$ cat src/rsq_defines.svh
// Constants of the reset sequencer and supply monitor: offsets, fields,
// reset values and timing counts. Included by the sequencer module only.
`ifndef RSQ_DEFINES_SVH
`define RSQ_DEFINES_SVH

// Register word indices on the Avalon slave (byte address = 4 * index)
`define RSQ_ADDR_STATUS 2'h0
`define RSQ_ADDR_OPTION 2'h1

// Status/control register fields
`define RSQ_BIT_IRQ_EN 0
`define RSQ_BIT_WARN 1
`define RSQ_BIT_LOWV_RF 2
`define RSQ_BIT_LOCK 3
`define RSQ_BIT_WDG_RF 4
`define RSQ_STATUS_W 5

// Option register fields and reset value
`define RSQ_OPT_CLK_LSB 0
`define RSQ_OPT_PLL_EN 2
`define RSQ_OPT_LOWV_EN 3
`define RSQ_OPT_THR_LSB 4
`define RSQ_OPT_W 6
`define RSQ_OPTION_RESET 6'h08

// Sequence timing
`define RSQ_DELAY_SHORT 256
`define RSQ_DELAY_LONG 4096
`define RSQ_FETCH_CYCLES 2
`define RSQ_VEC_LO 16'hFFFE
`define RSQ_VEC_HI 16'hFFFF
`define RSQ_CLK_MHZ 125
`define RSQ_WDG_PULSE_NS 200
`define RSQ_WDG_PULSE_CYC ((`RSQ_WDG_PULSE_NS * `RSQ_CLK_MHZ + 999) / 1000)

`endif

$ cat src/rsq_pkg.sv
// Types of the reset sequencer: sequence states and option encodings.
// No assumptions beyond a SystemVerilog compiler.
package rsq_pkg;

	typedef enum logic [4:0] {
		RSQ_ST_ACTIVE = 5'h01,
		RSQ_ST_DELAY = 5'h02,
		RSQ_ST_PLLW = 5'h04,
		RSQ_ST_FETCH = 5'h08,
		RSQ_ST_RUN = 5'h10
	} rsq_state_t;

	typedef enum logic [1:0] {
		RSQ_CLK_RC = 2'h0,
		RSQ_CLK_EXT = 2'h1,
		RSQ_CLK_XTAL = 2'h2
	} rsq_clk_src_t;

	typedef enum logic [1:0] {
		RSQ_THR_LOW = 2'h0,
		RSQ_THR_MED = 2'h1,
		RSQ_THR_HIGH = 2'h2
	} rsq_threshold_t;

endpackage : rsq_pkg

$ cat src/rsq_delay_counter.sv
// Delay phase counter of the reset sequencer.
// Assumes a synchronous run level; dropping it restarts the count from zero.
`timescale 1ns/1ps

module rsq_delay_counter #(
	parameter int CNT_W = 13
) (
	input wire logic i_clk_sys, // System clock
	input wire logic i_rst_n, // Synchronised reset, active low
	input wire logic i_run, // Count while high
	input wire logic [CNT_W-1:0] i_limit, // Cycles in the phase
	output logic o_done, // Last cycle of the phase
	output logic [CNT_W-1:0] o_count // Cycles counted so far
);

	logic [CNT_W-1:0] count_reg;

	always_ff @(posedge i_clk_sys or negedge i_rst_n) begin
		if (!i_rst_n) begin
			count_reg <= '0;
		end else if (!i_run) begin
			count_reg <= '0;
		end else begin
			count_reg <= count_reg + 1'b1;
		end
	end

	assign o_done = i_run && (count_reg == i_limit - 1'b1);
	assign o_count = count_reg;

endmodule : rsq_delay_counter

$ cat src/rsq_reset_sequencer.sv
// Reset sequencer and supply monitor with its Avalon-MM register slave.
// Assumes synchronous source inputs and an external pin resolver for the
// open-drain reset pin.
//
// Summary of operation
// RL1: Drive reset pin low whatever the source, through the whole delay phase.
// RL2: After the delay, fetch the reset vector from FFFEh then FFFFh.
// RL3: Reset runs active phase, then counted delay, then vector fetch.
// RL4: Delay is 256 cycles for RC or external clock, 4096 for crystal.
// RL5: Vector fetch phase lasts exactly two clock cycles.
// RL6: With the multiplier enabled, wait for its lock before the fetch.
// RL7: Pin is input and open drain; pin low enters reset asynchronously.
// RL8: Watchdog underflow drives pin low for at least the minimum pulse.
// RL9: Low supply holds static reset and keeps the pin low.
// RL10: Low-voltage detector is optional, threshold low, medium or high.
// RL11: Without the detector, outside circuitry holds the pin low at power-up.
// RL12: Illegal opcode or prebyte code also starts a reset.
// RL13: Warning flag shows the comparator live and is read only.
// RL14: Warning detector works only while the low-voltage detector is enabled.
// RL15: Enabled warning interrupt is requested when the flag sets.
// RL16: Wait mode unaffected; warning wakes from wait, never from halt.
// RL17: Halt freezes the status register; warning detector stays active.
// RL18: Status resets to 0000 0xx0; bits 7:5 read zero; fields as laid out. Code resets to 0000 x0x0, bit 3 being the live lock bit.
// RL19: Watchdog flag set by watchdog reset, cleared by writing zero or low supply.
// RL20: Low-supply flag set by low-supply reset, cleared by read only.
// RL21: Lock bit is driven only by hardware from the multiplier.
// RL22: Pending warning request clears on entry to its service routine.
// RL23: Delay starts once sources are gone and restarts if one returns.
// RL24: Pin reset is synchronised to the clock before it is released.
`timescale 1ns/1ps
`include "rsq_defines.svh"

module rsq_reset_sequencer #(
	parameter int DELAY_SHORT = `RSQ_DELAY_SHORT,
	parameter int DELAY_LONG = `RSQ_DELAY_LONG,
	parameter int WDG_PULSE_CYC = `RSQ_WDG_PULSE_CYC,
	parameter logic [`RSQ_OPT_W-1:0] OPTION_RESET = `RSQ_OPTION_RESET
) (
	input wire logic i_clk_sys, // System clock, 125 MHz
	input wire logic i_nrst, // Power-on reset, active low
	input wire logic [1:0] i_avs_address, // Avalon word address
	input wire logic i_avs_read, // Avalon read
	input wire logic i_avs_write, // Avalon write
	input wire logic [31:0] i_avs_writedata, // Avalon write data
	output logic [31:0] o_avs_readdata, // Avalon read data
	output logic o_avs_waitrequest, // Avalon wait
	input wire logic i_rst_pin_n, // Reset pin level, low = reset
	output logic o_rst_pin_out, // Reset pin drive value
	output logic o_rst_pin_oe, // Reset pin pull-down enable
	input wire logic i_lowv_below, // Supply below reset threshold
	input wire logic i_auxv_below, // Supply below warning threshold
	input wire logic i_wdg_underflow, // Watchdog underflow pulse
	input wire logic i_illegal_op, // Illegal opcode or prebyte pulse
	input wire logic i_pll_locked, // Multiplier at operating frequency
	input wire logic i_halt, // Core in halt
	input wire logic i_wait, // Core in wait
	input wire logic i_irq_ack, // Warning service routine entered
	output logic o_core_reset, // Core held in reset
	output logic o_vec_fetch, // Vector fetch phase
	output logic [15:0] o_vec_addr, // Vector byte address
	output logic o_lowv_enable, // Low-voltage detector enable
	output logic [1:0] o_lowv_threshold, // Detector threshold select
	output logic o_irq_req, // Warning interrupt request
	output logic o_wake_wait // Wake core from wait
);

	localparam int CNT_W = 13;

	logic rst_s1;
	logic rst_n;
	logic pin_s1;
	logic pin_s2;
	rsq_pkg::rsq_state_t st_reg;
	rsq_pkg::rsq_state_t st_next;
	logic [`RSQ_OPT_W-1:0] opt_reg;
	logic irq_en_reg;
	logic wdg_rf_reg;
	logic lowv_rf_reg;
	logic pend_reg;
	logic warn_q;
	logic ack_reg;
	logic fetch_cnt_reg;
	logic [15:0] vec_reg;
	logic [31:0] rdata_reg;
	logic [7:0] wdg_cnt_reg;
	logic [1:0] drv_hist_reg;
	logic lowv_en;
	logic warn_flag;
	logic lowv_src;
	logic any_int;
	logic ext_src;
	logic any_src;
	logic dly_run;
	logic dly_done;
	logic [CNT_W-1:0] dly_limit;
	logic [CNT_W-1:0] dly_count;
	logic req;
	logic wr_ok;
	logic rd_status;
	logic [`RSQ_STATUS_W-1:0] status;

	// Power-on reset release
	always_ff @(posedge i_clk_sys or negedge i_nrst) begin
		if (!i_nrst) begin
			rst_s1 <= 1'b0;
			rst_n <= 1'b0;
		end else begin
			rst_s1 <= 1'b1;
			rst_n <= rst_s1;
		end
	end

	// Pin low asserts at once, release is synchronised
	always_ff @(posedge i_clk_sys or negedge i_rst_pin_n) begin
		if (!i_rst_pin_n) begin
			pin_s1 <= 1'b1; // RL7
			pin_s2 <= 1'b1;
		end else begin
			pin_s1 <= 1'b0;
			pin_s2 <= pin_s1; // RL24
		end
	end

	assign lowv_en = opt_reg[`RSQ_OPT_LOWV_EN];
	assign warn_flag = lowv_en & i_auxv_below; // RL13 RL14
	assign lowv_src = lowv_en & i_lowv_below; // RL10
	assign any_int = lowv_src | (wdg_cnt_reg != 8'h00) | i_wdg_underflow | i_illegal_op; // RL12
	// Own pull-down still reads back low for two cycles through the synchroniser
	always_ff @(posedge i_clk_sys or negedge rst_n) begin
		if (!rst_n) begin
			drv_hist_reg <= 2'h3;
		end else begin
			drv_hist_reg <= {drv_hist_reg[0], o_rst_pin_oe};
		end
	end

	assign ext_src = pin_s2 & ~o_rst_pin_oe & ~(|drv_hist_reg); // RL7
	assign any_src = any_int | ext_src;

	// Watchdog pulse stretcher
	always_ff @(posedge i_clk_sys or negedge rst_n) begin
		if (!rst_n) begin
			wdg_cnt_reg <= 8'h00;
		end else if (i_wdg_underflow) begin
			wdg_cnt_reg <= 8'(WDG_PULSE_CYC); // RL8
		end else if (wdg_cnt_reg != 8'h00) begin
			wdg_cnt_reg <= wdg_cnt_reg - 8'h01;
		end
	end

	assign dly_limit = (opt_reg[`RSQ_OPT_CLK_LSB +: 2] == rsq_pkg::RSQ_CLK_XTAL) ?
		CNT_W'(DELAY_LONG) : CNT_W'(DELAY_SHORT); // RL4
	assign dly_run = (st_reg == rsq_pkg::RSQ_ST_DELAY) && !any_int; // RL23

	rsq_delay_counter #(
		.CNT_W(CNT_W)
	) u_delay (
		.i_clk_sys(i_clk_sys),
		.i_rst_n(rst_n),
		.i_run(dly_run),
		.i_limit(dly_limit),
		.o_done(dly_done),
		.o_count(dly_count)
	);

	always_comb begin
		st_next = st_reg;
		case (st_reg)
			rsq_pkg::RSQ_ST_ACTIVE: begin
				if (!any_int) begin
					st_next = rsq_pkg::RSQ_ST_DELAY; // RL3
				end
			end
			rsq_pkg::RSQ_ST_DELAY: begin
				if (any_int) begin
					st_next = rsq_pkg::RSQ_ST_ACTIVE; // RL23
				end else if (dly_done) begin
					st_next = opt_reg[`RSQ_OPT_PLL_EN] ?
						rsq_pkg::RSQ_ST_PLLW : rsq_pkg::RSQ_ST_FETCH; // RL6
				end
			end
			rsq_pkg::RSQ_ST_PLLW: begin
				if (any_src) begin
					st_next = rsq_pkg::RSQ_ST_ACTIVE;
				end else if (i_pll_locked) begin
					st_next = rsq_pkg::RSQ_ST_FETCH; // RL6
				end
			end
			rsq_pkg::RSQ_ST_FETCH: begin
				if (any_src) begin
					st_next = rsq_pkg::RSQ_ST_ACTIVE;
				end else if (fetch_cnt_reg == 1'(`RSQ_FETCH_CYCLES - 1)) begin
					st_next = rsq_pkg::RSQ_ST_RUN; // RL5
				end
			end
			rsq_pkg::RSQ_ST_RUN: begin
				if (any_src) begin
					st_next = rsq_pkg::RSQ_ST_ACTIVE; // RL7
				end
			end
			default: begin
				st_next = rsq_pkg::RSQ_ST_ACTIVE;
			end
		endcase
	end

	always_ff @(posedge i_clk_sys or negedge rst_n) begin
		if (!rst_n) begin
			st_reg <= rsq_pkg::RSQ_ST_ACTIVE;
		end else begin
			st_reg <= st_next;
		end
	end

	// Vector fetch phase
	always_ff @(posedge i_clk_sys or negedge rst_n) begin
		if (!rst_n) begin
			fetch_cnt_reg <= 1'b0;
			vec_reg <= `RSQ_VEC_LO;
		end else begin
			fetch_cnt_reg <= (st_next == rsq_pkg::RSQ_ST_FETCH) &&
				(st_reg == rsq_pkg::RSQ_ST_FETCH);
			if (st_next == rsq_pkg::RSQ_ST_FETCH && st_reg != rsq_pkg::RSQ_ST_FETCH) begin
				vec_reg <= `RSQ_VEC_LO; // RL2
			end else if (st_reg == rsq_pkg::RSQ_ST_FETCH) begin
				vec_reg <= `RSQ_VEC_HI; // RL2
			end
		end
	end

	assign o_rst_pin_out = 1'b0;
	assign o_rst_pin_oe = (st_reg == rsq_pkg::RSQ_ST_ACTIVE) ||
		(st_reg == rsq_pkg::RSQ_ST_DELAY); // RL1 RL9
	assign o_core_reset = (st_reg != rsq_pkg::RSQ_ST_RUN) || pin_s2; // RL7
	assign o_vec_fetch = (st_reg == rsq_pkg::RSQ_ST_FETCH);
	assign o_vec_addr = vec_reg;

	// Avalon slave: one wait cycle, then the answer
	assign req = i_avs_read | i_avs_write;
	assign o_avs_waitrequest = req & ~ack_reg;
	assign wr_ok = i_avs_write & ack_reg & ~i_halt; // RL17
	assign rd_status = i_avs_read & ack_reg & ~i_halt &
		(i_avs_address == `RSQ_ADDR_STATUS);
	assign status = {wdg_rf_reg, i_pll_locked, lowv_rf_reg, warn_flag, irq_en_reg}; // RL18 RL21

	always_ff @(posedge i_clk_sys or negedge rst_n) begin
		if (!rst_n) begin
			ack_reg <= 1'b0;
			rdata_reg <= 32'h0000_0000;
		end else begin
			ack_reg <= req & ~ack_reg;
			if (i_avs_read && !ack_reg) begin
				case (i_avs_address)
					`RSQ_ADDR_STATUS: rdata_reg <= {27'h0, status}; // RL18
					`RSQ_ADDR_OPTION: rdata_reg <= {26'h0, opt_reg};
					default: rdata_reg <= 32'h0000_0000;
				endcase
			end
		end
	end

	assign o_avs_readdata = rdata_reg;

	// Option register, steers the sequence and the detector
	always_ff @(posedge i_clk_sys or negedge rst_n) begin
		if (!rst_n) begin
			opt_reg <= OPTION_RESET;
		end else if (wr_ok && i_avs_address == `RSQ_ADDR_OPTION) begin
			opt_reg <= i_avs_writedata[`RSQ_OPT_W-1:0];
		end
	end

	assign o_lowv_enable = opt_reg[`RSQ_OPT_LOWV_EN]; // RL10
	assign o_lowv_threshold = opt_reg[`RSQ_OPT_THR_LSB +: 2]; // RL10

	// Interrupt enable
	always_ff @(posedge i_clk_sys or negedge rst_n) begin
		if (!rst_n) begin
			irq_en_reg <= 1'b0;
		end else if (wr_ok && i_avs_address == `RSQ_ADDR_STATUS) begin
			irq_en_reg <= i_avs_writedata[`RSQ_BIT_IRQ_EN];
		end
	end

	// Watchdog reset flag, set wins
	always_ff @(posedge i_clk_sys or negedge rst_n) begin
		if (!rst_n) begin
			wdg_rf_reg <= 1'b0;
		end else if (i_wdg_underflow) begin
			wdg_rf_reg <= 1'b1; // RL19
		end else if (lowv_src) begin
			wdg_rf_reg <= 1'b0; // RL19
		end else if (wr_ok && i_avs_address == `RSQ_ADDR_STATUS &&
			!i_avs_writedata[`RSQ_BIT_WDG_RF]) begin
			wdg_rf_reg <= 1'b0; // RL19
		end
	end

	// Low-supply reset flag, cleared by reading, set wins
	always_ff @(posedge i_clk_sys or negedge rst_n) begin
		if (!rst_n) begin
			lowv_rf_reg <= 1'b0;
		end else if (lowv_src) begin
			lowv_rf_reg <= 1'b1; // RL20
		end else if (rd_status) begin
			lowv_rf_reg <= 1'b0; // RL20
		end
	end

	// Warning interrupt pending, set wins over acknowledge
	always_ff @(posedge i_clk_sys or negedge rst_n) begin
		if (!rst_n) begin
			warn_q <= 1'b0;
			pend_reg <= 1'b0;
		end else begin
			warn_q <= warn_flag;
			if (warn_flag && !warn_q && irq_en_reg) begin
				pend_reg <= 1'b1; // RL15
			end else if (i_irq_ack || !irq_en_reg) begin
				pend_reg <= 1'b0; // RL22
			end
		end
	end

	assign o_irq_req = pend_reg; // RL15
	assign o_wake_wait = pend_reg & i_wait & ~i_halt; // RL16

	// Helper: cycles spent in the delay phase
	logic [CNT_W-1:0] dly_seen;

	always_ff @(posedge i_clk_sys or negedge rst_n) begin
		if (!rst_n) begin
			dly_seen <= '0;
		end else if (st_reg == rsq_pkg::RSQ_ST_DELAY) begin
			dly_seen <= dly_seen + 1'b1;
		end else if (st_reg == rsq_pkg::RSQ_ST_ACTIVE) begin
			dly_seen <= '0;
		end
	end

	property p_pin_delay;
		@(posedge i_clk_sys) disable iff (!rst_n)
		st_reg == rsq_pkg::RSQ_ST_DELAY |-> o_rst_pin_oe && o_core_reset;
	endproperty
	a_pin_delay: assert property (p_pin_delay) else $error("pin released in delay"); // RL1

	property p_vector;
		@(posedge i_clk_sys) disable iff (!rst_n)
		$rose(o_vec_fetch) |-> o_vec_addr == `RSQ_VEC_LO ##1 o_vec_addr == `RSQ_VEC_HI;
	endproperty
	a_vector: assert property (p_vector) else $error("wrong vector address"); // RL2

	property p_order;
		@(posedge i_clk_sys) disable iff (!rst_n)
		$rose(st_reg == rsq_pkg::RSQ_ST_DELAY) |-> $past(st_reg) == rsq_pkg::RSQ_ST_ACTIVE;
	endproperty
	a_order: assert property (p_order) else $error("delay not after active"); // RL3

	property p_dly_restart;
		@(posedge i_clk_sys) disable iff (!rst_n)
		$rose(st_reg == rsq_pkg::RSQ_ST_DELAY) |-> dly_count == '0;
	endproperty
	a_dly_restart: assert property (p_dly_restart) else $error("delay count not restarted"); // RL23

	property p_delay_len;
		@(posedge i_clk_sys) disable iff (!rst_n)
		$past(st_reg) == rsq_pkg::RSQ_ST_DELAY && st_reg != rsq_pkg::RSQ_ST_DELAY &&
			st_reg != rsq_pkg::RSQ_ST_ACTIVE |-> dly_seen == dly_limit;
	endproperty
	a_delay_len: assert property (p_delay_len) else $error("delay length wrong"); // RL4

	property p_fetch_len;
		@(posedge i_clk_sys) disable iff (!rst_n)
		$rose(o_vec_fetch) && !any_src |=> o_vec_fetch || o_rst_pin_oe ##1 !o_vec_fetch;
	endproperty
	a_fetch_len: assert property (p_fetch_len) else $error("fetch not two cycles"); // RL5

	property p_pll_wait;
		@(posedge i_clk_sys) disable iff (!rst_n)
		st_reg == rsq_pkg::RSQ_ST_PLLW && !i_pll_locked |=> !o_vec_fetch;
	endproperty
	a_pll_wait: assert property (p_pll_wait) else $error("fetch before lock"); // RL6

	property p_wdg_pulse;
		@(posedge i_clk_sys) disable iff (!rst_n)
		i_wdg_underflow |=> o_rst_pin_oe [*8];
	endproperty
	a_wdg_pulse: assert property (p_wdg_pulse) else $error("watchdog pulse short"); // RL8

	property p_lowv_hold;
		@(posedge i_clk_sys) disable iff (!rst_n)
		lowv_src |=> o_rst_pin_oe && o_core_reset;
	endproperty
	a_lowv_hold: assert property (p_lowv_hold) else $error("pin free at low supply"); // RL9

	property p_illegal;
		@(posedge i_clk_sys) disable iff (!rst_n)
		i_illegal_op |=> st_reg == rsq_pkg::RSQ_ST_ACTIVE;
	endproperty
	a_illegal: assert property (p_illegal) else $error("illegal op ignored"); // RL12

	property p_warn_off;
		@(posedge i_clk_sys) disable iff (!rst_n)
		!o_lowv_enable |-> !status[`RSQ_BIT_WARN] ##1 !o_irq_req || $past(o_irq_req);
	endproperty
	a_warn_off: assert property (p_warn_off) else $error("warning with detector off"); // RL14

	property p_irq_set;
		@(posedge i_clk_sys) disable iff (!rst_n)
		$rose(warn_flag) && irq_en_reg |=> o_irq_req;
	endproperty
	a_irq_set: assert property (p_irq_set) else $error("warning irq not raised"); // RL15

	property p_no_halt_wake;
		@(posedge i_clk_sys) disable iff (!rst_n)
		i_halt |-> !o_wake_wait;
	endproperty
	a_no_halt_wake: assert property (p_no_halt_wake) else $error("woke from halt"); // RL16

	property p_wdg_clear;
		@(posedge i_clk_sys) disable iff (!rst_n)
		lowv_src && !i_wdg_underflow |=> !wdg_rf_reg;
	endproperty
	a_wdg_clear: assert property (p_wdg_clear) else $error("watchdog flag kept"); // RL19

	property p_lowv_rf;
		@(posedge i_clk_sys) disable iff (!rst_n)
		lowv_src |=> lowv_rf_reg;
	endproperty
	a_lowv_rf: assert property (p_lowv_rf) else $error("low supply flag not set"); // RL20

	property p_ack_clear;
		@(posedge i_clk_sys) disable iff (!rst_n)
		i_irq_ack && !($rose(warn_flag) && irq_en_reg) |=> !o_irq_req;
	endproperty
	a_ack_clear: assert property (p_ack_clear) else $error("pending not cleared"); // RL22

endmodule : rsq_reset_sequencer

$ cat config.mk
export PLATFORM = sky130hd
export DESIGN_NAME = rsq_reset_sequencer
export DESIGN_NICKNAME = d
export VERILOG_FILES = /design/src/rsq_pkg.sv /design/src/rsq_delay_counter.sv /design/src/rsq_reset_sequencer.sv
export VERILOG_INCLUDE_DIRS = /design/src
export SDC_FILE = /design/constraint.sdc
export NUM_CORES = 1
export LEC_CHECK = 0
export BUFFER_PORTS_ARGS = -buffer_cell sky130_fd_sc_hd__clkbuf_2
export CORE_MARGIN = 10
export CORE_UTILIZATION = 49
export DETAILED_ROUTE_END_ITERATION = 12
export PLACE_DENSITY_LB_ADDON = 0.12
export SKIP_LAST_GASP = 1
export SYNTH_ARGS = -nofsm -noshare
export SYNTH_HDL_FRONTEND = slang
export SYNTH_SLANG_ARGS = --single-unit
export TNS_END_PERCENT = 100
$ cat constraint.sdc
create_clock -name i_clk_sys -period 2.3 [get_ports i_clk_sys]
set_clock_uncertainty 0.2 [all_clocks]
set_input_delay 0.46 -clock i_clk_sys [delete_from_list [all_inputs] [get_ports i_clk_sys]]
set_output_delay 0.46 -clock i_clk_sys [all_outputs]
set_load 0.01 [all_outputs]
== Yosys cells after proc, flatten, opt, wreduce, memory -nomap -nowiden ==
Cells that the tools add are included.

* Register bits: 93
* Latch bits: 0
* Memory bits (writable): 0
* ROM bits: 0
* Input port bits: 47
* Output and inout port bits: 58
* Word-level logic and storage cells: 103
* Memories: 0

* $add $sub $neg: 3
* $mul: 0
* Div/mod/pow operators: 0
* Order comparisons: 0
* Equal/unequal tests: 11
* Shift-type cells: 0
* Mux-type cells: 24
* Bitwise operators: 21
* Reduce and logical (&&, ||, !) cells: 26

{| class="wikitable"
|+ Operators by type and width
! cell !! count
|-
| 5-bit two-way mux || 8
|-
| 16-bit two-way mux || 2
|-
| 13-bit two-way mux || 2
|-
| 5-bit case mux with 5 select lines || 1
|-
| 8-bit two-way mux || 2
|-
| 13-bit by 1-bit adder with 13-bit output (second input constant) || 1
|-
| 13-bit == test || 1
|-
| 13-bit by 1-bit subtractor with 13-bit output (second input constant) || 1
|-
| 1-bit AND || 12
|-
| 6-bit case mux with 2 select lines || 1
|-
| 5-bit by 4-bit == test with 1-bit output (second input constant) || 2
|-
| 1-bit logical AND || 10
|-
| 2-bit nonzero test || 4
|-
| 8-bit nonzero test || 1
|-
| 8-bit by 1-bit subtractor with 8-bit output (second input constant) || 1
|-
| 1-bit two-way mux || 7
|-
| 5-bit by 1-bit == test with 1-bit output (second input constant) || 1
|-
| 5-bit by 2-bit == test with 1-bit output (second input constant) || 1
|-
| 5-bit by 3-bit == test with 1-bit output (second input constant) || 1
|-
| 5-bit == test (second input constant) || 1
|-
| 1-bit zero test || 5
|-
| 5-bit by 4-bit != test with 1-bit output (second input constant) || 1
|-
| 5-bit != test (second input constant) || 1
|-
| 1-bit bitwise OR || 5
|-
| 8 further kinds || 13
|}

== Depth between registers and ports, before layout ==
Gate-level depths: netlist (run 1).

* Depth in word-level cells: 13
* Gate-level depth with buffers: 9
* Gate-level depth less buffers: 7

== Hierarchy ==
A second synthesis (run 1) with hierarchy kept.

* Cell total of the unflattened synthesis: 335
* Area total of the unflattened synthesis: 3174.3 um^2

{| class="wikitable"
|+ Modules (own cells, without submodules)
! module !! times used !! cells an instance !! area an instance (um^2) !! seq. area each (um^2)
|-
| rsq_reset_sequencer || 1 || 217 || 2132.0 || 983.4
|-
| rsq_delay_counter || 1 || 118 || 1042.2 || 325.3
|}

== Least setup slack after synthesis (run 1) ==
No wires, ideal clock.

* Kind: register to register
* Start point: register wdg_cnt_reg[0]
* End point: register st_reg[2]
* Library setup time: 0.096 ns
* Arrival time: 1.970 ns
* Required time: 2.004 ns
* Setup slack: 0.035 ns
* Stages on the path, launching flop included: 8
* Path buffers: 0
* Clock period less this slack: 2.265 ns
* Cells stage by stage: dfrtp_1 inv_1 ha_1 or3b_1 nand2b_4 or3_1 or4b_1 o31ai_1

* Cells in the longest elaborated chain, start to end: 10
* Elaborated cells between the ends (all ways): 15
* Those cells by class: mux (7); bitwise (4); reduce/logical (4)

{| class="wikitable"
|+ RTL lines
! item !! line !! source
|-
| start, declared || rsq_reset_sequencer.sv:85 || <nowiki>logic [7:0] wdg_cnt_reg;</nowiki>
|-
| start signal, assigned || rsq_reset_sequencer.sv:145 || <nowiki>wdg_cnt_reg <= 8'(WDG_PULSE_CYC);</nowiki>
|-
| start signal, assigned || rsq_reset_sequencer.sv:147 || <nowiki>wdg_cnt_reg <= wdg_cnt_reg - 8'h01;</nowiki>
|-
| 8-bit nonzero test (*) || rsq_reset_sequencer.sv:127 || <nowiki>assign any_int = lowv_src | (wdg_cnt_reg != 8'h00) | i_wdg_underflow | i_illegal_op;</nowiki>
|-
| 1-bit bitwise OR (*) (3 in a row) || rsq_reset_sequencer.sv:127 ||
|-
| 1-bit zero test || -- ||
|-
| 1-bit logical AND || rsq_reset_sequencer.sv:153 || <nowiki>assign dly_run = (st_reg == rsq_pkg::RSQ_ST_DELAY) && !any_int;</nowiki>
|-
| 1-bit logical AND || rsq_delay_counter.sv:28 || <nowiki>assign o_done = i_run && (count_reg == i_limit - 1'b1);</nowiki>
|-
| 5-bit two-way mux || rsq_reset_sequencer.sv:177 || <nowiki>end else if (dly_done) begin</nowiki>
|-
| 5-bit two-way mux || rsq_reset_sequencer.sv:175 || <nowiki>if (any_int) begin</nowiki>
|-
| 5-bit case mux with 5 select lines (*) || rsq_reset_sequencer.sv:168 || <nowiki>case (st_reg)</nowiki>
|-
| named net st_next[2] || rsq_reset_sequencer.sv:74 || <nowiki>rsq_pkg::rsq_state_t st_next;</nowiki>
|-
| end signal, assigned || rsq_reset_sequencer.sv:209 || <nowiki>st_reg <= rsq_pkg::RSQ_ST_ACTIVE;</nowiki>
|-
| end signal, assigned || rsq_reset_sequencer.sv:211 || <nowiki>st_reg <= st_next;</nowiki>
|-
| end, declared || rsq_reset_sequencer.sv:73 || <nowiki>rsq_pkg::rsq_state_t st_reg;</nowiki>
|}

The timed path passes the listed nets; every way through them passes the cells marked *.
A chain may end at the register's enable or synchronous reset.

== Worst setup path after layout (run 1) ==
* Start point: register st_reg[1]
* End point: output o_core_reset

* Cells in the longest elaborated chain, start to end: 2

{| class="wikitable"
|+ RTL lines
! item !! line !! source
|-
| 5-bit != test || rsq_reset_sequencer.sv:234 || <nowiki>assign o_core_reset = (st_reg != rsq_pkg::RSQ_ST_RUN) || pin_s2;</nowiki>
|-
| 1-bit logical OR || rsq_reset_sequencer.sv:234 ||
|-
| end, declared || rsq_reset_sequencer.sv:58 || <nowiki>output logic o_core_reset,</nowiki>
|}

No other way between the ends.

==> flow_summary.ini, run 1 <==
[global_routing]
grt_start_max_net_pins = 49
track_usage_pct = 12.50
first_global_vias = 1973
grt_pass1_wl_um = 9190
antenna_found_initial = 0
overflow = 0

[placement]
place_inst = 392
portBuffers = 36
dp_hpwl_um = 4220
place_area_um2 = 2908
place_congestion = 0.7997

[detailed_routing]
wl_met2_um = 2628
wl_met3_um = 500
vias = 1920
wl_met1_um = 2306
topRoutingLayerUsed = met4
drtAntennaViolNets = 0
drt-initial-drc-count = 111
viasPerCell = 4.752
routed_wl_um = 5538
drc = 0
first_pass_iters = 4
avgRoutedWirePerCell_um = 13.71

[finish]
final_cells = 404
fin_area_um2 = 3083
drive_gt1_share_pct = 26.51
syn_to_final_growth_pct = 12.82
nets = 381
largest_reg_flops = 13
finish.utilization_pct = 56.33
num_antenna_cells = 0

[synth]
synthesis.area_um2 = 2733
syn_area_per_cell_um2 = 9.830
synthCells = 278
ys_seq_elements = 52
synthFlopType = dfrtp_1
synth-edff-count = 0
synth_async_sr_flop_share_pct = 100.0
ys_seq_area_share_pct = 47.89
yosys_warnings = 0
synth_cell_types = 45

[power]
power_density_nw_per_um2 = 619.0
p_leak_uw = 0.001428
clockPowerShare_pct = 28.9
power.share.combinational_pct = 15.7
ir_worst_vdd_mv = 0.3708
power_uw = 1908
seqPwrFrac_pct = 55.5
power.switching_uw = 534.6
switching_share_pct = 28.01
internal_power_uw = 1374

[hold_path]
hold_class = reg2async

[floorplan]
io_pins = 105
rows = 27
die_area_um2 = 8963
start_util_pct = 49.93
die_x_um = 94.68
die_h_um = 94.68
fp.coreArea_um2 = 5473

[run]
drv_cap = 0

[setup_path]
crit_slowest_cell = dfrtp_1
crit_required_ns = 1.64
critPathMaxFanout = 2
worst_setup_path_end_kind = output port
reg2reg_slack_ns = -0.02
slowest_delay_ns = 0.40
worstPathArrival_ns = 1.67
worstSetupPathType = reg2out
cp-start-kind = flip-flop
path_cells = buf_6 -> or3_4 -> or3_1 -> buf_2

[outcome]
violations = setup timing
status = finished with violations

[sta]
worst_pin_slew_ns = 0.6038
setup_viol = 2
setup_ws_ns = -0.03173
rsz0062_at_grt = yes
relSlewSlack_pct = 59.75
fmax_ghz = 0.4289
finalCritPeriodShare_pct = 101.4
fin_hold_ws_ns = 0.1537
hold_viol_final = 0
min_period_ns = 2.332
slew_violations = 0

[clock_tree]
cts_tree = done
htree_levels = 2
clock-sinks = 52
cts_root_buffer = clkbuf_8
clockBufferDepth = 2
cts_made_buffers = 5
clock_latency_ns = 0.31
clk_pin_slew_worst_paths_ns = 0.10
==> path summary, 6_finish.rpt <==
path | startpoint | endpoint | cells past startpoint
min in group i_clk_sys | rst_s1 | rst_n | 0
worst max-delay path | st_reg[1] | o_core_reset | 4
worst max register to register | wdg_cnt_reg[1] | st_reg[2] | 7
worst min-delay path | rst_n | u_delay.o_count[0] | 1
worst min register to register | rst_n | u_delay.o_count[0] | 1
max in group asynchronous | rst_n | wdg_cnt_reg[7] | 1
==> cells in the final DEF, fill, tap and decap left out, types with 2 or more instances in the layout <==
cell            n
dfrtp_1        45
conb_1         44
clkbuf_2       35
nor2_1         34
nand2_1        24
buf_4          14
o21ai_0        12
xnor2_1        10
nand2b_1        8
xor2_1          8
mux2_2          7
inv_1           6
nand3_1         6
clkbuf_8        6
dfstp_2         6
nand4_1         4
mux2i_1         4
and3_1          3
nor3_1          3
a21oi_1         3
ha_1            3
nor4_2          2
inv_2           2
nor2b_1         2
o21a_1          2
nand3b_1        2
nor3b_1         2
or3_4           2
a211oi_1        2
or4_1           2
nand4b_1        2
nor4b_1         2
or2_2           2
dlygate4sd3_1   2
==> routing by layer <==
layer  global-route usage [%]  vias to the layer above
met5                        0                        -
met4                    4.613                        0
met3                    4.044                       11
met2                    20.25                       58
met1                    15.22                      910
li1                         -                      941
==> cells in the mapped netlist, types with 3 or more instances <==
cell / number / area (um2)
xnor2_1: 10 / 87.58
mux2i_1: 4 / 40.04
nor2b_1: 3 / 18.77
xor2_1: 8 / 70.07
nand2_1: 24 / 90.09
and3_1: 3 / 18.77
or3_1: 3 / 18.77
buf_4: 44 / 330.3
nand4_1: 4 / 25.02
nor2_1: 35 / 131.4
dfrtp_1: 46 / 1151
mux2_2: 7 / 78.83
nand2b_1: 8 / 50.05
nand3_1: 6 / 30.03
inv_1: 8 / 30.03
clkbuf_1: 3 / 11.26
dfstp_2: 6 / 157.7
a21oi_1: 3 / 15.01
nor3_1: 4 / 20.02
o21ai_0: 12 / 60.06
ha_1: 3 / 37.54
==> final cells by class <==
type / instances / area (um2)
fill: 522 / 2390
sequential: 52 / 1310
multi-input combinational: 211 / 1240
timing repair buffer: 53 / 316.6
tap: 72 / 90.09
clock buffer: 6 / 82.58
inverter: 8 / 30.03
clock inverter: 2 / 13.76
==> cells by family after synthesis <==
kind of cell | Yosys count | synth area share [%]
xor+xnor | 18 | 5.769
fa+ha+maj | 3 | 1.374
buf+inv | 57 | 13.97
compound gates | 26 | 5.770
flops | 52 | 47.89
mux | 11 | 4.350
simple gates | 109 | 20.60
other cells | 2 | 0.2748
==> critical path, delay by kind of cell (launching register included) <==
kind          cells  cell delay, ns
simple gates      2            0.69
flops             1            0.40
buf+inv           2            0.27
==> power by group through the flow <==
stage / combinational (uW) / clock (uW) / sequential (uW)
floorplan: 231 / 0 / 1080
global placement: 290 / 0 / 1070
detailed placement: 295 / 0 / 1080
CTS: 301 / 572 / 1060
global route: 343 / 605 / 1070
finish: 299 / 551 / 1060
==> metrics by stage <==
| step | setup TNS (ns) | setup WS (ns) |
|---|---|---|
| after global routing | -0.1947 | -0.1010 |
| after detailed placement | -0.05682 | -0.05682 |
| after global placement | -0.009517 | -0.009517 |
| after CTS | -0.1298 | -0.07080 |
| after floorplan | 0 | 0.03467 |
| final | -0.05419 | -0.03173 |
==> what timing repair did <==
action	4_1_cts	5_1_grt
setup endpoints to repair	5	20
gates resized for setup	5	8
pin swaps	1	1
endpoints found under the hold margin	4	0
buffers inserted	2	0
hold buffers	2	0
Note: power is estimated with default switching activity, not from simulation.
==> run 2: changes to the inputs <==
Settings changed: ABC_AREA from default to 1, CORE_UTILIZATION 49 to 50.
==> run 2 against run 1 <==
Effect of this change: clock-buffer cell count up 2; the flow now finishes without violations; power up 0.42%; global-route usage up 0.28 points; largest power group unchanged.
==> flow_summary.ini, run 2 <==
[outcome]
status = complete, no violations

[sta]
min_period_ns = 2.148
finalCritPeriodShare_pct = 93.41
setup_viol = 0
slew_violations = 0
worst_pin_slew_ns = 0.6190
fin_hold_ws_ns = 0.1550
hold_viol_final = 0
fmax_ghz = 0.4655
setup_ws_ns = 0.1516
relSlewSlack_pct = 58.74
rsz0062_at_grt = no
fin_setup_tns_ns = 0

[synth]
synthCells = 342
synth_top_area_share_pct = 40.32
yosysTopAreaCell = dfrtp_1
ys_top_cells_by_count = nand2_1 (56), dfrtp_1 (46), buf_4 (44)
synth-edff-count = 0
syn_area_per_cell_um2 = 8.349
synthFlopType = dfrtp_1
synth_async_sr_flop_share_pct = 100.0
synthesis.area_um2 = 2855
yosys_warnings = 0
ys_seq_area_share_pct = 45.84
synth_cell_types = 31
yosys-top-cells-area = dfrtp_1 (40%), buf_4 (12%), nand2_1 (7.4%), inv_1 (5.7%), dfstp_2 (5.5%)
ys_seq_elements = 52
synth_most_common_cell = nand2_1

[setup_path]
crit_slowest_cell = dfrtp_1
cp-start-kind = flip-flop
worstSetupPathType = reg2out
worst_setup_path_end_kind = output port
path_cells = nor2_2 -> nand3_1 -> nand2_1 -> clkbuf_2
cp.buffers_inverters = 1
crit_family = simple AND/OR/NAND/NOR gates
r2r.worst_path.cells = 12
slowest_delay_ns = 0.46
worstPathArrival_ns = 1.49
cp.depth = 4
reg2reg_slack_ns = 0.28
critPathMaxFanout = 6
crit_required_ns = 1.64

[finish]
nets = 439
final-seq-area_um2 = 1310
num_antenna_cells = 0
syn_to_final_growth_pct = 8.721
final_common_cell = nand2_1
largest_reg_flops = 13
drive_gt1_share_pct = 19.74
multiInputGateArea_um2 = 1192
finish.utilization_pct = 56.03
final_cell_mix = nand2_1 (56), dfrtp_1 (45), conb_1 (44), inv_1 (43), nor2_1 (37)
n_fill_cell = 542

[detailed_routing]
drt-initial-drc-count = 139
drtAntennaViolNets = 0
first_pass_iters = 4
drc = 0
avgRoutedWirePerCell_um = 12.35
routed_wl_um = 5704
viasPerCell = 4.675
vias = 2160

[clock_tree]
htree_levels = 2
clk_pin_slew_worst_paths_ns = 0.09
cts_tree = done
clock-sinks = 52
ctsResizeCount = 0
clockBufferDepth = 2
cts_made_buffers = 5
cts_root_buffer = clkbuf_8
clock_latency_ns = 0.30
holdBufCountCts = 2
cts_setup_buffers = 0

[placement]
dp_slack_ns = 0.2710
dp_hpwl_um = 4514
place_congestion = 0.8324
portBuffers = 36

[global_routing]
grt_start_max_net_pins = 49
first_global_vias = 2111
grt_pass1_wl_um = 9315
track_usage_pct = 12.78
antenna_found_initial = 0
overflow = 0

[floorplan]
fp.coreArea_um2 = 5540
io_pins = 105
die_area_um2 = 9133
rows = 27
start_util_pct = 51.54
die_x_um = 95.57
die_h_um = 95.57

[power]
ir_worst_vdd_mv = 0.3873
power_density_nw_per_um2 = 617.4
p_leak_uw = 0.001602

[run]
drv_cap = 0

[hold_path]
hold_depth = 0
hold_class = reg2reg
[run 2: cell count changes after synthesis, sizes merged, moves of 5 or more]
cell    before  now
inv          8   46
xor2         8    3
nand2       24   62
o21ai       12   19
a21oi        3   15
xnor2       10    0
nand2b       9    0
nor2        35   44
nand3        7   25
[run 2: logic make-up after synthesis]
logic type	synth area share, %
muxes	1.183
xor gates and xnor gates	0.9204
adders and majority gates	1.315
other	0.2630
AOI/OAI and AO/OA	7.537
DFF	45.84
and+or+nand+nor	25.02
buffers and inverters	17.92
[run 2: final cells by class]
class | count | area share (%)
flip-flops and latches | 52 | 42.20
multi-input cells | 241 | 38.41
repair buffers | 42 | 7.416
inverters | 47 | 5.844
clock buffers | 8 | 3.225
well taps | 72 | 2.902
[run 2: where the power goes]
group / switching, uW / internal [uW]
combinational: 191 / 106
clock: 288 / 275
sequential: 55.5 / 1000
[run 2: routing by layer]
layer  up-vias  global-route usage, %  wire (um)
li1       1093                      -          -
met1       974                  16.09       2467
met2        88                  19.70       2484
met3         5                  5.185        701
met4         0                  3.808         51
met5         -                      0          0
[run 2: worst register-to-register path: stages, from the launching register on]
cell,delay (ns)
dfrtp_1,0.40
inv_1,0.11
ha_1,0.18
nand3_2,0.13
nor2_8,0.20
nand2_4,0.09
clkinv_4,0.08
nand2_2,0.06
nand2_1,0.06
nand3_1,0.07
nor2_1,0.17
nand4_1,0.11
nor2_1,0.11
[run 2: stage by stage]
step                std cells  instance area (um2)  power (uW)
global placement          452                 2984        1363
global route              462                 3104        2029
CTS                       462                 3104        1944
floorplan                 384                 3013        1317
finish                    462                 3104        1916
detailed placement        452                 2984        1367
[run 2: path summary, 6_finish.rpt]
| path | end | startpoint |
|---|---|---|
| setup / recovery | o_rst_pin_oe | st_reg[3] |
| hold / removal | rst_n | rst_s1 |
| setup reg to reg | fetch_cnt_reg | wdg_cnt_reg[0] |
| hold reg to reg | rst_n | rst_s1 |
| max in group asynchronous | u_delay.o_count[3] | rst_n |
| min in group asynchronous | ack_reg | rst_n |
